### src/pkg/tccoc_map.svh
// register indexes, field positions, reset values and codes of the timer block
`ifndef TCCOC_MAP_SVH
`define TCCOC_MAP_SVH
`define TCCOC_IDX_TMC 16'hff86
`define TCCOC_IDX_PRM 16'hff87
`define TCCOC_IDX_CRC 16'hff88
`define TCCOC_IDX_TOC 16'hff89
`define TCCOC_IDX_CCA 16'hff8a
`define TCCOC_IDX_CCB 16'hff8b
`define TCCOC_TMC_RUN 3:2
`define TCCOC_TMC_OVF 0
`define TCCOC_PRM_BEDGE 7:6
`define TCCOC_PRM_AEDGE 5:4
`define TCCOC_PRM_CKS 1:0
`define TCCOC_PRM_MASK 8'hf3
`define TCCOC_CRC_BMODE 2
`define TCCOC_CRC_ATRIG 1
`define TCCOC_CRC_AMODE 0
`define TCCOC_TOC_OST 6
`define TCCOC_TOC_OSEL 5
`define TCCOC_TOC_INVB 4
`define TCCOC_TOC_LVS 3
`define TCCOC_TOC_LVR 2
`define TCCOC_TOC_INVA 1
`define TCCOC_TOC_TOE 0
`define TCCOC_RST_8 8'h00
`define TCCOC_RST_16 16'h0000
`define TCCOC_RUN_STOP 2'h0
`define TCCOC_RUN_FREE 2'h1
`define TCCOC_RUN_CLR_EDGE 2'h2
`define TCCOC_RUN_CLR_MATCH 2'h3
`define TCCOC_EDGE_FALL 2'h0
`define TCCOC_EDGE_RISE 2'h1
`define TCCOC_EDGE_BOTH 2'h3
`define TCCOC_CKS_FULL 2'h0
`define TCCOC_CKS_DIV4 2'h1
`define TCCOC_CKS_DIV256 2'h2
`define TCCOC_DIV4_MASK 8'h03
`define TCCOC_DIV256_MASK 8'hff
`define TCCOC_CNT_TOP 16'hffff
`define TCCOC_RESP_OKAY 2'h0
`define TCCOC_RESP_SLVERR 2'h2
`endif

### src/pkg/tccoc_pkg.sv
// types shared by the timer capture/compare block
package tccoc_pkg;
    typedef enum logic [2:0] {
        reg_tmc = 3'h0,
        reg_prm = 3'h1,
        reg_crc = 3'h2,
        reg_toc = 3'h3,
        reg_cca = 3'h4,
        reg_ccb = 3'h5,
        reg_none = 3'h7
    } tccoc_reg_e;

    typedef struct packed {
        logic [17:0] awaddr;
        logic awvalid;
        logic [31:0] wdata;
        logic [3:0] wstrb;
        logic wvalid;
        logic bready;
        logic [17:0] araddr;
        logic arvalid;
        logic rready;
    } tccoc_axi_req_s;

    typedef struct packed {
        logic awready;
        logic wready;
        logic bvalid;
        logic [1:0] bresp;
        logic arready;
        logic rvalid;
        logic [31:0] rdata;
        logic [1:0] rresp;
    } tccoc_axi_rsp_s;

    typedef struct packed {
        logic prev;
    } tccoc_edge_s;

    typedef struct packed {
        logic [1:0] run;
        logic ovf;
        logic [7:0] prm;
        logic [2:0] crc;
        logic osel;
        logic invb;
        logic inva;
        logic toe;
        logic [15:0] cnt;
        logic [15:0] cca;
        logic [15:0] ccb;
        logic [7:0] div;
        logic lvl;
        logic armed;
        logic irq_a;
        logic irq_b;
        logic wave;
        logic aw_rdy;
        logic w_rdy;
        logic bvalid;
        logic [1:0] bresp;
        logic [15:0] waddr;
        logic [15:0] wdata;
        logic [1:0] wstrb;
        logic ar_rdy;
        logic rvalid;
        logic [1:0] rresp;
        logic [15:0] rdata;
    } tccoc_state_s;
endpackage : tccoc_pkg

### src/verilog/tccoc_edge.sv
// edge detector for one timer input pin with selectable valid edge
`include "tccoc_map.svh"
module tccoc_edge (
    input wire logic clk_in,
    input wire logic nrst_in,
    input wire logic pin_in,
    input wire logic [1:0] sel_in,
    output logic valid_out,
    output logic reverse_out
);
    tccoc_pkg::tccoc_edge_s st;
    tccoc_pkg::tccoc_edge_s next_st;
    logic rise;
    logic fall;

    always_comb begin
        next_st.prev = pin_in;
        rise = pin_in & ~st.prev;
        fall = ~pin_in & st.prev;
        valid_out = 1'h0;
        reverse_out = 1'h0;
        case (sel_in)
            `TCCOC_EDGE_FALL: begin
                valid_out = fall;
                reverse_out = rise;
            end
            `TCCOC_EDGE_RISE: begin
                valid_out = rise;
                reverse_out = fall;
            end
            // both edges leave no opposite edge
            `TCCOC_EDGE_BOTH: begin
                valid_out = rise | fall;
                reverse_out = 1'h0;
            end
            default: begin
                valid_out = 1'h0;
                reverse_out = 1'h0;
            end
        endcase
    end

    always_ff @(posedge clk_in or negedge nrst_in) begin
        if (!nrst_in) begin
            st <= '0;
        end else begin
            st <= next_st;
        end
    end
endmodule : tccoc_edge

### src/verilog/tccoc_top.sv
// timer capture/compare control and timer output logic with axi4-lite registers
//
// Our own choice: register access over AXI4-Lite.
`include "tccoc_map.svh"
module tccoc_top (
    input wire logic clk_in,
    input wire logic nrst_in,
    input wire tccoc_pkg::tccoc_axi_req_s axi_req_in,
    output tccoc_pkg::tccoc_axi_rsp_s axi_rsp_out,
    input wire logic edge_input_a_in,
    input wire logic edge_input_b_in,
    output logic wave_out_out,
    output logic match_a_irq_out,
    output logic match_b_irq_out
);
    tccoc_pkg::tccoc_state_s st;
    tccoc_pkg::tccoc_state_s next_st;
    tccoc_pkg::tccoc_reg_e wid;
    tccoc_pkg::tccoc_reg_e rid;
    logic a_edge;
    logic a_rev;
    logic b_edge;
    logic running;
    logic tick;
    logic a_match;
    logic b_match;
    logic cap_a;
    logic cap_b;
    logic ext_a;
    logic wr_go;
    logic ost_wr;
    logic lvl_wr;
    logic arm_set;
    logic inv_en;
    logic [15:0] rd_val;

    function automatic tccoc_pkg::tccoc_reg_e reg_decode(input logic [15:0] idx);
        case (idx)
            `TCCOC_IDX_TMC: reg_decode = tccoc_pkg::reg_tmc;
            `TCCOC_IDX_PRM: reg_decode = tccoc_pkg::reg_prm;
            `TCCOC_IDX_CRC: reg_decode = tccoc_pkg::reg_crc;
            `TCCOC_IDX_TOC: reg_decode = tccoc_pkg::reg_toc;
            `TCCOC_IDX_CCA: reg_decode = tccoc_pkg::reg_cca;
            `TCCOC_IDX_CCB: reg_decode = tccoc_pkg::reg_ccb;
            default: reg_decode = tccoc_pkg::reg_none;
        endcase
    endfunction : reg_decode

    function automatic logic [15:0] merge16(input logic [15:0] old,
                                            input logic [15:0] data,
                                            input logic [1:0] strb);
        merge16 = {strb[1] ? data[15:8] : old[15:8], strb[0] ? data[7:0] : old[7:0]};
    endfunction : merge16

    tccoc_edge u_edge_a (
        .clk_in(clk_in),
        .nrst_in(nrst_in),
        .pin_in(edge_input_a_in),
        .sel_in(st.prm[`TCCOC_PRM_AEDGE]),
        .valid_out(a_edge),
        .reverse_out(a_rev)
    );

    tccoc_edge u_edge_b (
        .clk_in(clk_in),
        .nrst_in(nrst_in),
        .pin_in(edge_input_b_in),
        .sel_in(st.prm[`TCCOC_PRM_BEDGE]),
        .valid_out(b_edge),
        .reverse_out()
    );

    always_comb begin
        next_st = st;
        wid = reg_decode(st.waddr);
        rid = reg_decode(axi_req_in.araddr[17:2]);
        running = st.run != `TCCOC_RUN_STOP;
        // count clock select
        case (st.prm[`TCCOC_PRM_CKS])
            `TCCOC_CKS_FULL: tick = running;
            `TCCOC_CKS_DIV4: tick = running & ((st.div & `TCCOC_DIV4_MASK) == `TCCOC_DIV4_MASK);
            `TCCOC_CKS_DIV256: tick = running & (st.div == `TCCOC_DIV256_MASK);
            default: tick = running & a_edge;
        endcase
        a_match = tick & ~st.crc[`TCCOC_CRC_AMODE] & (st.cnt == st.cca);
        b_match = tick & ~st.crc[`TCCOC_CRC_BMODE] & (st.cnt == st.ccb);
        cap_a = running & st.crc[`TCCOC_CRC_AMODE]
            & (st.crc[`TCCOC_CRC_ATRIG] ? a_rev : b_edge);
        ext_a = running & st.crc[`TCCOC_CRC_AMODE] & st.crc[`TCCOC_CRC_ATRIG] & b_edge;
        cap_b = running & st.crc[`TCCOC_CRC_BMODE] & a_edge;
        // read path
        case (rid)
            tccoc_pkg::reg_tmc: rd_val = {12'h000, st.run, 1'h0, st.ovf};
            tccoc_pkg::reg_prm: rd_val = {8'h00, st.prm};
            tccoc_pkg::reg_crc: rd_val = {13'h0000, st.crc};
            // trigger bits read as zero
            tccoc_pkg::reg_toc: rd_val = {8'h00, 2'h0, st.osel, st.invb, 2'h0, st.inva, st.toe};
            tccoc_pkg::reg_cca: rd_val = st.cca;
            tccoc_pkg::reg_ccb: rd_val = st.ccb;
            default: rd_val = `TCCOC_RST_16;
        endcase
        // axi write channel
        if (st.aw_rdy & axi_req_in.awvalid) begin
            next_st.aw_rdy = 1'h0;
            next_st.waddr = axi_req_in.awaddr[17:2];
        end
        if (st.w_rdy & axi_req_in.wvalid) begin
            next_st.w_rdy = 1'h0;
            next_st.wdata = axi_req_in.wdata[15:0];
            next_st.wstrb = axi_req_in.wstrb[1:0];
        end
        wr_go = ~st.aw_rdy & ~st.w_rdy & ~st.bvalid;
        if (wr_go) begin
            next_st.bvalid = 1'h1;
            next_st.bresp = (wid == tccoc_pkg::reg_none) ? `TCCOC_RESP_SLVERR : `TCCOC_RESP_OKAY;
        end
        if (st.bvalid & axi_req_in.bready) begin
            next_st.bvalid = 1'h0;
            next_st.aw_rdy = 1'h1;
            next_st.w_rdy = 1'h1;
        end
        // axi read channel
        if (st.ar_rdy & axi_req_in.arvalid) begin
            next_st.ar_rdy = 1'h0;
            next_st.rvalid = 1'h1;
            next_st.rdata = rd_val;
            next_st.rresp = (rid == tccoc_pkg::reg_none) ? `TCCOC_RESP_SLVERR : `TCCOC_RESP_OKAY;
        end
        if (st.rvalid & axi_req_in.rready) begin
            next_st.rvalid = 1'h0;
            next_st.ar_rdy = 1'h1;
        end
        // register writes
        ost_wr = 1'h0;
        lvl_wr = 1'h0;
        if (wr_go & st.wstrb[0]) begin
            case (wid)
                tccoc_pkg::reg_tmc: begin
                    next_st.run = st.wdata[`TCCOC_TMC_RUN];
                    next_st.ovf = st.wdata[`TCCOC_TMC_OVF];
                end
                tccoc_pkg::reg_prm: next_st.prm = st.wdata[7:0] & `TCCOC_PRM_MASK;
                tccoc_pkg::reg_crc: next_st.crc = st.wdata[2:0];
                tccoc_pkg::reg_toc: begin
                    next_st.osel = st.wdata[`TCCOC_TOC_OSEL];
                    next_st.invb = st.wdata[`TCCOC_TOC_INVB];
                    next_st.inva = st.wdata[`TCCOC_TOC_INVA];
                    next_st.toe = st.wdata[`TCCOC_TOC_TOE];
                    ost_wr = st.wdata[`TCCOC_TOC_OST];
                    lvl_wr = st.wdata[`TCCOC_TOC_LVS] ^ st.wdata[`TCCOC_TOC_LVR];
                end
                default: begin
                end
            endcase
        end
        if (wr_go & (wid == tccoc_pkg::reg_cca)) begin
            next_st.cca = merge16(st.cca, st.wdata, st.wstrb);
        end
        if (wr_go & (wid == tccoc_pkg::reg_ccb)) begin
            next_st.ccb = merge16(st.ccb, st.wdata, st.wstrb);
        end
        // prescaler and counter
        next_st.div = running ? 8'(st.div + 8'h01) : `TCCOC_RST_8;
        if (!running) begin
            next_st.cnt = `TCCOC_RST_16;
            next_st.ovf = 1'h0;
        end else if (ost_wr) begin
            next_st.cnt = `TCCOC_RST_16;
        end else if ((st.run == `TCCOC_RUN_CLR_EDGE) & a_edge) begin
            next_st.cnt = `TCCOC_RST_16;
        end else if (tick) begin
            if ((st.run == `TCCOC_RUN_CLR_MATCH) & a_match) begin
                next_st.cnt = `TCCOC_RST_16;
            end else begin
                next_st.cnt = 16'(st.cnt + 16'h0001);
                if (st.cnt == `TCCOC_CNT_TOP) begin
                    next_st.ovf = 1'h1;
                end
            end
        end
        // captures win over a bus write in the same cycle
        if (cap_a) begin
            next_st.cca = st.cnt;
        end
        if (cap_b) begin
            next_st.ccb = st.cnt;
        end
        next_st.irq_a = a_match | cap_a | ext_a;
        next_st.irq_b = b_match | cap_b;
        // one-shot arming
        arm_set = st.osel & (st.run != `TCCOC_RUN_CLR_MATCH)
            & (ost_wr | ((st.run == `TCCOC_RUN_CLR_EDGE) & a_edge));
        inv_en = ~st.osel | st.armed;
        if (!running | ~st.osel) begin
            next_st.armed = 1'h0;
        end else if (arm_set) begin
            next_st.armed = 1'h1;
        end else if (b_match) begin
            next_st.armed = 1'h0;
        end
        // output level
        if (lvl_wr) begin
            next_st.lvl = st.wdata[`TCCOC_TOC_LVS];
        end else if (inv_en) begin
            next_st.lvl = st.lvl ^ (a_match & st.inva) ^ (b_match & st.invb);
        end
        next_st.wave = next_st.toe & next_st.lvl;
    end

    always_ff @(posedge clk_in or negedge nrst_in) begin
        if (!nrst_in) begin
            st <= '0;
            st.aw_rdy <= 1'h1;
            st.w_rdy <= 1'h1;
            st.ar_rdy <= 1'h1;
        end else begin
            st <= next_st;
        end
    end

    always_comb begin
        axi_rsp_out.awready = st.aw_rdy;
        axi_rsp_out.wready = st.w_rdy;
        axi_rsp_out.bvalid = st.bvalid;
        axi_rsp_out.bresp = st.bresp;
        axi_rsp_out.arready = st.ar_rdy;
        axi_rsp_out.rvalid = st.rvalid;
        axi_rsp_out.rdata = {16'h0000, st.rdata};
        axi_rsp_out.rresp = st.rresp;
        wave_out_out = st.wave;
        match_a_irq_out = st.irq_a;
        match_b_irq_out = st.irq_b;
    end

    chk_toc_trig_zero: assert property (@(posedge clk_in) disable iff (!nrst_in)
        (st.ar_rdy & axi_req_in.arvalid & (rid == tccoc_pkg::reg_toc)) |=> !st.rdata[6])
        else $error("one-shot trigger bit read back as one");

    chk_level_read_zero: assert property (@(posedge clk_in) disable iff (!nrst_in)
        (st.ar_rdy & axi_req_in.arvalid & (rid == tccoc_pkg::reg_toc))
        |=> (st.rdata[3:2] == 2'h0))
        else $error("level trigger bits read back non-zero");

    chk_out_disabled_low: assert property (@(posedge clk_in) disable iff (!nrst_in)
        !st.toe |-> !wave_out_out)
        else $error("timer output high while disabled");

    chk_b_match_invert: assert property (@(posedge clk_in) disable iff (!nrst_in)
        (b_match & st.invb & ~st.osel & ~a_match & ~lvl_wr) |=> (st.lvl != $past(st.lvl)))
        else $error("b match did not invert output");

    chk_a_match_invert: assert property (@(posedge clk_in) disable iff (!nrst_in)
        (a_match & st.inva & ~st.osel & ~b_match & ~lvl_wr) |=> (st.lvl != $past(st.lvl)))
        else $error("a match did not invert output");

    chk_match_irqs: assert property (@(posedge clk_in) disable iff (!nrst_in)
        (b_match & ~st.invb) |=> match_b_irq_out ##1 !match_b_irq_out || $past(b_match | cap_b))
        else $error("b match interrupt missing");

    chk_capture_b_load: assert property (@(posedge clk_in) disable iff (!nrst_in)
        cap_b |=> (st.ccb == $past(st.cnt)) && match_b_irq_out)
        else $error("capture b did not load counter");

    chk_capture_a_b_edge: assert property (@(posedge clk_in) disable iff (!nrst_in)
        (running & st.crc[`TCCOC_CRC_AMODE] & ~st.crc[`TCCOC_CRC_ATRIG] & b_edge)
        |=> (st.cca == $past(st.cnt)) && match_a_irq_out)
        else $error("capture a on b edge failed");

    chk_both_no_reverse: assert property (@(posedge clk_in) disable iff (!nrst_in)
        (st.prm[`TCCOC_PRM_AEDGE] == `TCCOC_EDGE_BOTH) |-> !a_rev)
        else $error("reverse edge seen with both edges");

    chk_stop_clears: assert property (@(posedge clk_in) disable iff (!nrst_in)
        (st.run == `TCCOC_RUN_STOP) ##1 (st.run == `TCCOC_RUN_STOP) |-> (st.cnt == 16'h0000))
        else $error("counter not cleared while stopped");

    chk_trigger_restart: assert property (@(posedge clk_in) disable iff (!nrst_in)
        (ost_wr & running) |=> (st.cnt == 16'h0000))
        else $error("one-shot trigger did not clear counter");

    chk_level_low: assert property (@(posedge clk_in) disable iff (!nrst_in)
        (lvl_wr & ~st.wdata[`TCCOC_TOC_LVS])
        |=> !st.lvl ##1 ((st.lvl == $past(st.lvl)) || $past(inv_en & (a_match | b_match))))
        else $error("level reset did not force low");

    chk_no_oneshot_match: assert property (@(posedge clk_in) disable iff (!nrst_in)
        (st.run == `TCCOC_RUN_CLR_MATCH) & ~st.armed |=> !st.armed)
        else $error("one-shot armed in match-clear mode");

    chk_a_match_irq: assert property (@(posedge clk_in) disable iff (!nrst_in)
        a_match |=> match_a_irq_out)
        else $error("a match interrupt missing");

    chk_b_match_irq: assert property (@(posedge clk_in) disable iff (!nrst_in)
        b_match |=> match_b_irq_out)
        else $error("b match interrupt missing after match");

    chk_capture_a_load: assert property (@(posedge clk_in) disable iff (!nrst_in)
        cap_a |=> (st.cca == $past(st.cnt)) && match_a_irq_out)
        else $error("capture a did not load counter");

    chk_level_high: assert property (@(posedge clk_in) disable iff (!nrst_in)
        (lvl_wr & st.wdata[`TCCOC_TOC_LVS]) |=> st.lvl)
        else $error("level set did not force high");

    chk_free_count_up: assert property (@(posedge clk_in) disable iff (!nrst_in)
        ((st.run == `TCCOC_RUN_FREE) & tick & ~ost_wr)
        |=> (st.cnt == 16'($past(st.cnt) + 16'h0001)))
        else $error("free-running counter did not step");

    chk_match_clear: assert property (@(posedge clk_in) disable iff (!nrst_in)
        ((st.run == `TCCOC_RUN_CLR_MATCH) & a_match) |=> (st.cnt == 16'h0000))
        else $error("counter not cleared on a match");

    chk_edge_clear: assert property (@(posedge clk_in) disable iff (!nrst_in)
        ((st.run == `TCCOC_RUN_CLR_EDGE) & a_edge) |=> (st.cnt == 16'h0000))
        else $error("counter not cleared on input a edge");

    chk_oneshot_hold: assert property (@(posedge clk_in) disable iff (!nrst_in)
        (st.osel & ~st.armed & ~lvl_wr) |=> $stable(st.lvl))
        else $error("output moved while one-shot idle");

    chk_oneshot_arm: assert property (@(posedge clk_in) disable iff (!nrst_in)
        (ost_wr & st.osel & running & (st.run != `TCCOC_RUN_CLR_MATCH))
        |=> st.armed)
        else $error("one-shot trigger did not arm pulse");
endmodule : tccoc_top
### config.mk
export PLATFORM = sky130hd
export DESIGN_NAME = tccoc_top
export DESIGN_NICKNAME = d
export VERILOG_FILES = /design/src/pkg/tccoc_pkg.sv /design/src/verilog/tccoc_edge.sv /design/src/verilog/tccoc_top.sv
export VERILOG_INCLUDE_DIRS = /design/src /design/src/pkg
export SDC_FILE = /design/constraint.sdc
export NUM_CORES = 1
export LEC_CHECK = 0
export BUFFER_PORTS_ARGS = -buffer_cell sky130_fd_sc_hd__buf_2
export CAP_MARGIN = 20
export CORE_MARGIN = 2
export CORE_UTILIZATION = 47
export CTS_CLUSTER_DIAMETER = 80
export DETAILED_ROUTE_END_ITERATION = 8
export PLACE_DENSITY_LB_ADDON = 0.05
export RECOVER_POWER = 50
export SYNTH_ARGS = -nofsm -noshare
export SYNTH_HDL_FRONTEND = slang
export SYNTH_SLANG_ARGS = --single-unit
### constraint.sdc
create_clock -name clk_in -period 2.9 [get_ports clk_in]
set_input_delay 0.435 -clock clk_in [delete_from_list [all_inputs] [get_ports clk_in]]
set_output_delay 0.435 -clock clk_in [all_outputs]
set_load 0.03 [all_outputs]
; Yosys cells after proc, flatten, opt, wreduce, memory -nomap -nowiden
; Cells that the tools add are included.
[word_totals]
input_bits = 81
ff_bits = 138
out_inout_bits = 44
[op_classes]
bitwise_logic = 55
n_eq_ne = 39
n_reduce_logical = 26
add_sub_neg = 2
muxes = 48
[op_table]
columns = op, count
row1 = "16-bit equality test, second input constant", 13
row2 = 16-bit two-way mux, 10
row3 = 16-bit case mux with 6 select lines, 1
row4 = 3-bit case mux with 6 select lines, 2
row5 = 1-bit bitwise AND, 34
row6 = 16-bit equality test, 2
row7 = 8-bit two-way mux, 4
row8 = 2-bit nonzero test, 11
row9 = 20-bit two-way mux, 1
row10 = 1-bit two-way mux, 19
row11 = "3-bit equality test, second input constant", 6
row12 = "16-bit by 1-bit adder with 16-bit output, second input constant", 1
row13 = 2-bit AND reduction, 8
row14 = "2-bit equality test, second input constant", 6
row15 = "3-bit by 2-bit equality test with 1-bit output, second input constant", 4
row16 = 1-bit inverter, 10
row17 = 3-bit two-way mux, 3
row18 = 1-bit case mux with 3 select lines, 3
row19 = "8-bit by 1-bit adder with 8-bit output, second input constant", 1
row20 = "8-bit equality test, second input constant", 1
row21 = 1-bit OR, 8
row22 = "2-bit by 1-bit equality test with 1-bit output, second input constant", 3
row23 = "3-bit by 1-bit equality test with 1-bit output, second input constant", 2
row24 = 2-bit zero test, 3
row25 = 9 further kinds, 14

; Logic depth before layout (Yosys ltp)
[logic_depth]
depth_word = 14
mapped_depth = 11
ltp_nobuf = 10

; Modules after synthesis
; From an unflattened synthesis, not the netlist that was laid out.
[unflattened]
hier_cells = 704
hier_area_um2 = 7229.4
[modules_own_cells]
columns = module, cells_per_inst, area_each_um2, seq_area_each_um2, n_inst
row1 = tccoc_top, 684, 7046.8, 3357.0, 1
row2 = tccoc_edge, 10, 91.3, 25.0, 2

; Worst setup path after synthesis
; No wires, ideal clock.
[synth_path]
path_kind = input port to flip-flop
start = input axi_req_in[9] (netlist name)
end = register st, in the netlist axi_rsp_out[9]
n_path_buf = 1
required_ps = 2805
path_slack_ps = 157
t_arrival_ps = 2648
stages = 10
path_cell_list = or4b_1 -> nor3_4 -> nand3_1 -> ha_1 -> nor2b_1 -> nand3_1 -> nor2_1 -> buf_2 -> a222oi_1 -> o31ai_1
[synth_via]
elab_chain_cells = 4
elab_cells_between_ends = 14
[synth_lines]
columns = element, line_no
row1 = "start, declared", tccoc_top.sv:8  ; input wire tccoc_pkg::tccoc_axi_req_s axi_req_in,
row2 = 16-bit equality test, tccoc_top.sv:38  ; case (idx)
row3 = 3-bit case mux with 6 select lines *, tccoc_top.sv:38
row4 = "3-bit equality test, or another cell as far along", tccoc_top.sv:92  ; case (rid)
row5 = 16-bit case mux with 6 select lines *, tccoc_top.sv:92
row6 = "end signal, assigned", tccoc_top.sv:217  ; st <= next_st;
row7 = "end, declared", tccoc_top.sv:16  ; tccoc_pkg::tccoc_state_s st;
; Mark *: on every way between the ends. The rest lies on a longest branch, timed or not.
; A chain may end at the register's enable or synchronous reset.

==> results_dict.tcl <==
set metrics [dict create \
    clk_latency_ns 0.42 \
    post-route-util 0.5498 \
    n_antenna_cell 0 \
    leakage_nw 3.977 \
    hp-class "in2reg" \
    drc 0 \
    cts_made_buffers 17 \
    pwr-share-comb 0.149 \
    cts_hold_buf 1 \
    ys_seq_area_frac 0.4658 \
    fp.dieH_um 128.8 \
    setup_viol_count_final 0 \
    crit_chain "xnor2_2, nand4_1, or4b_1, o211ai_1, a2111oi_1, nor4_1, a21boi_1" \
    critical-path-max-stage-delay_ns 0.53 \
    nNetsFinal 874 \
    final.setup.tns_ns 0 \
    die_area_mm2 0.01658 \
    dr.pass1.iters 5 \
    synth.area.top_cells "dfrtp_1 (46%), mux2_2 (6.8%), mux2i_1 (5.3%)" \
    fill_cells 1357 \
    worstHoldEndpoint "u_edge_a.st" \
    grt_pass1_vias 5263 \
    wire_per_inst_um 18.12 \
    crit_fanout 5 \
    grt_max_degree 54 \
    antenna_found_initial 0 \
    worst_pin_slew_ns 1.329 \
    start_kind "flip-flop" \
    clk_pin_slew_ns 0.06 \
    ctsHtreeMaxLevel 4 \
    final_antenna_net_count 0 \
    ys_seq_elements 136 \
    max_slew_margin 0.1138 \
    async_reset_ff_frac 1.000 \
    rows 45 \
    reg2regPathDepth 7 \
    drv_cap 0 \
    clockBufferDepth 2 \
    hold_path_depth 1 \
    io_pins 125 \
    clkPwrFrac 0.395 \
    gp_congestion 0.8726 \
    seqPwrFrac 0.456 \
    io_buffers 84 \
    synth.avg_cell_area_um2 10.27 \
    die_w_um 128.8 \
    holdWs_ns 0.1703 \
    min_period_over_period 0.8821 \
    synth_edf_count 0 \
    start_util 0.4812 \
    cts_tree "yes" \
    area_growth_pct 14.27 \
    cp_slowest_cell "or4b_1" \
    regArea_mm2 0.003407 \
    vias_per_cell 5.569 \
    layout-drive-gt1-share 0.2487 \
    synthFlopType "dfrtp_1" \
    grt_overflow_total 0 \
    switchingPower_w 0.001546 \
    crit_required_ns 3.19 \
    synth_top_area_frac 0.4550 \
    hold_viol_final 0 \
    dpl.hpwl_um 13280 \
    powerDensity_mw_per_mm2 647.2 \
    core_mm2 0.01520 \
    maxSlewViolCount 0 \
    netSwitchingFraction 0.2858 \
    syn_area_mm2 0.007315 \
    status "complete, no violations" \
    hp-start "edge_input_a_in" \
    cts.sinks 136 \
    wl_um 17830 \
    grt_pass1_wl_um 28320 \
    first_iter_violations 406 \
    synthCells 712 \
    grt_setup_unrepaired "false" \
    worst_ep_arrival_time_ns 2.85 \
    fmax_ghz 0.3909 \
    vias 5480 \
    internal-power_w 0.003863 \
    ctsResizeCount 0 \
    critPathKind "reg2reg" \
    r2r-start "st[116]" \
    finalCriticalPeriod_ns 2.558 \
    postCtsSetupRepairBufs 0 \
    grt_usage 0.2257 \
    rrSetupSlack_ns 0.34 \
    cp-end-kind "flip-flop" \
    synth_top_area_cell "dfrtp_1" \
    skew_ns 0.009302 \
    root_buffer "clkbuf_16" \
    yosysWarnings 0 \
    r2r-end "wave_out_out" \
    ir_drop_v 0.0004473 \
    ys_types 69 \
    multiInputGateArea_mm2 0.003415 \
    critPathTopFamily "simple AND/OR/NAND/NOR gates" \
    path_buf_inv 0 \
]
state kept, by name, indices dropped and copies added (netlist names):
register,count
wave_out_out,1
st,108
u_edge_b.st,1
match_b_irq_out,1
axi_rsp_out,23
u_edge_a.st,1
match_a_irq_out,1
cell families after synthesis:
kind of cell | count (synthesis) | share of synthesized area
compound gates | 124 | 0.1091
xor+xnor | 49 | 0.06175
fa+ha+maj | 10 | 0.01711
buf+inv | 96 | 0.07612
flops | 136 | 0.4658
mux | 83 | 0.1211
other cells | 1 | 0.0005127
simple gates | 213 | 0.1485
per-stage QoR:
step	total power (W)	std cells	setup WS, ns	area (um^2)
6_report	0.005409	984	0.3419	8358
2_1_floorplan	0.003049	729	0.1566	7378
4_1_cts	0.005471	984	0.3531	8393
3_5_place_dp	0.003323	951	0.02981	7795
3_3_place_gp	0.003281	951	0.07233	7795
5_1_grt	0.005656	984	0.06296	8358
worst max-delay path by stage:
stage / start / endpoint / slack (ns) / cells past startpoint
2_1_floorplan: axi_req_in[9] / axi_rsp_out[9] / 0.16 / 10
3_3_place_gp: axi_req_in[9] / axi_rsp_out[8] / 0.07 / 11
3_5_place_dp: axi_req_in[9] / axi_rsp_out[9] / 0.03 / 11
4_1_cts: st[97] / wave_out_out / 0.35 / 7
5_1_grt: st[108] / wave_out_out / 0.06 / 7
6_report: st[116] / wave_out_out / 0.34 / 7
cells in the final DEF, fill, tap and decap left out, types with 3 or more instances in the layout:
cell,netlist,layout
conb_1,1,18
o21ai_1,13,13
a222oi_1,3,3
nand3_1,21,21
a22oi_1,10,10
nor4_1,4,4
and2_1,3,3
o21ai_0,21,21
clkinv_4,0,5
buf_4,42,19
nor3_1,6,6
and3_1,8,8
clkbuf_1,19,6
xor2_1,28,28
xnor2_1,18,18
or3_1,4,4
o31ai_1,5,5
ha_1,10,10
clkbuf_16,0,17
a21oi_1,35,35
a221oi_1,3,3
nand4_1,15,15
inv_1,18,18
a21o_1,4,4
mux2_2,44,44
or4b_1,3,3
xnor2_2,3,3
nand2_1,62,62
o211ai_1,6,6
nor2_1,57,57
buf_2,13,81
nand2b_1,5,5
mux2i_1,39,39
clkinv_2,0,4
nor2b_1,7,7
dfstp_1,0,3
dfrtp_1,133,133
cell type report:
type	count	share of cell area
Sequential cell	136	0.4076
Clock buffer	18	0.05254
Multi-Input combinational cell	497	0.4085
Clock inverter	14	0.01781
Timing Repair Buffer	112	0.07680
Tap cell	188	0.02814
Inverter	19	0.008533
routing by layer:
metal | vias to the layer above | part of all wire | track usage
met1 | 2701 | 0.49 | 0.3287
met3 | 24 | 0.048 | 0.04740
met5 | - | 0 | 0
met2 | 169 | 0.45 | 0.3380
li1 | 2586 | - | -
met4 | 0 | 0.018 | 0.07481
power groups by stage:
stage | combinational (W) | clock (W) | sequential, W
floorplan | 0.000671 | 0 | 0.00238
global placement | 0.000787 | 0 | 0.00249
detailed placement | 0.000819 | 0 | 0.00250
CTS | 0.000827 | 0.00217 | 0.00247
global route | 0.000890 | 0.00226 | 0.00251
finish | 0.000804 | 0.00214 | 0.00247
synthesized netlist by cell type, drive strengths merged, types with 2 or more instances:
master   number
dfrtp       133
nand2        63
buf          58
nor2         57
mux2         44
mux2i        39
a21oi        36
o21ai        36
xor2         28
nand3        21
xnor2        21
clkbuf       19
inv          19
nand4        15
a22oi        10
ha           10
nor3         10
and3          8
nor2b         7
o211ai        6
nand2b        5
o31ai         5
a21o          4
nor4          4
or3           4
a2111oi       3
a221oi        3
a222oi        3
and2          3
dfstp         3
or4b          3
a211oi        2
a21boi        2
a22o          2
and4          2
nand3b        2
nand4b        2
nor4b         2
or2           2
(Power assumes the default switching activity.)
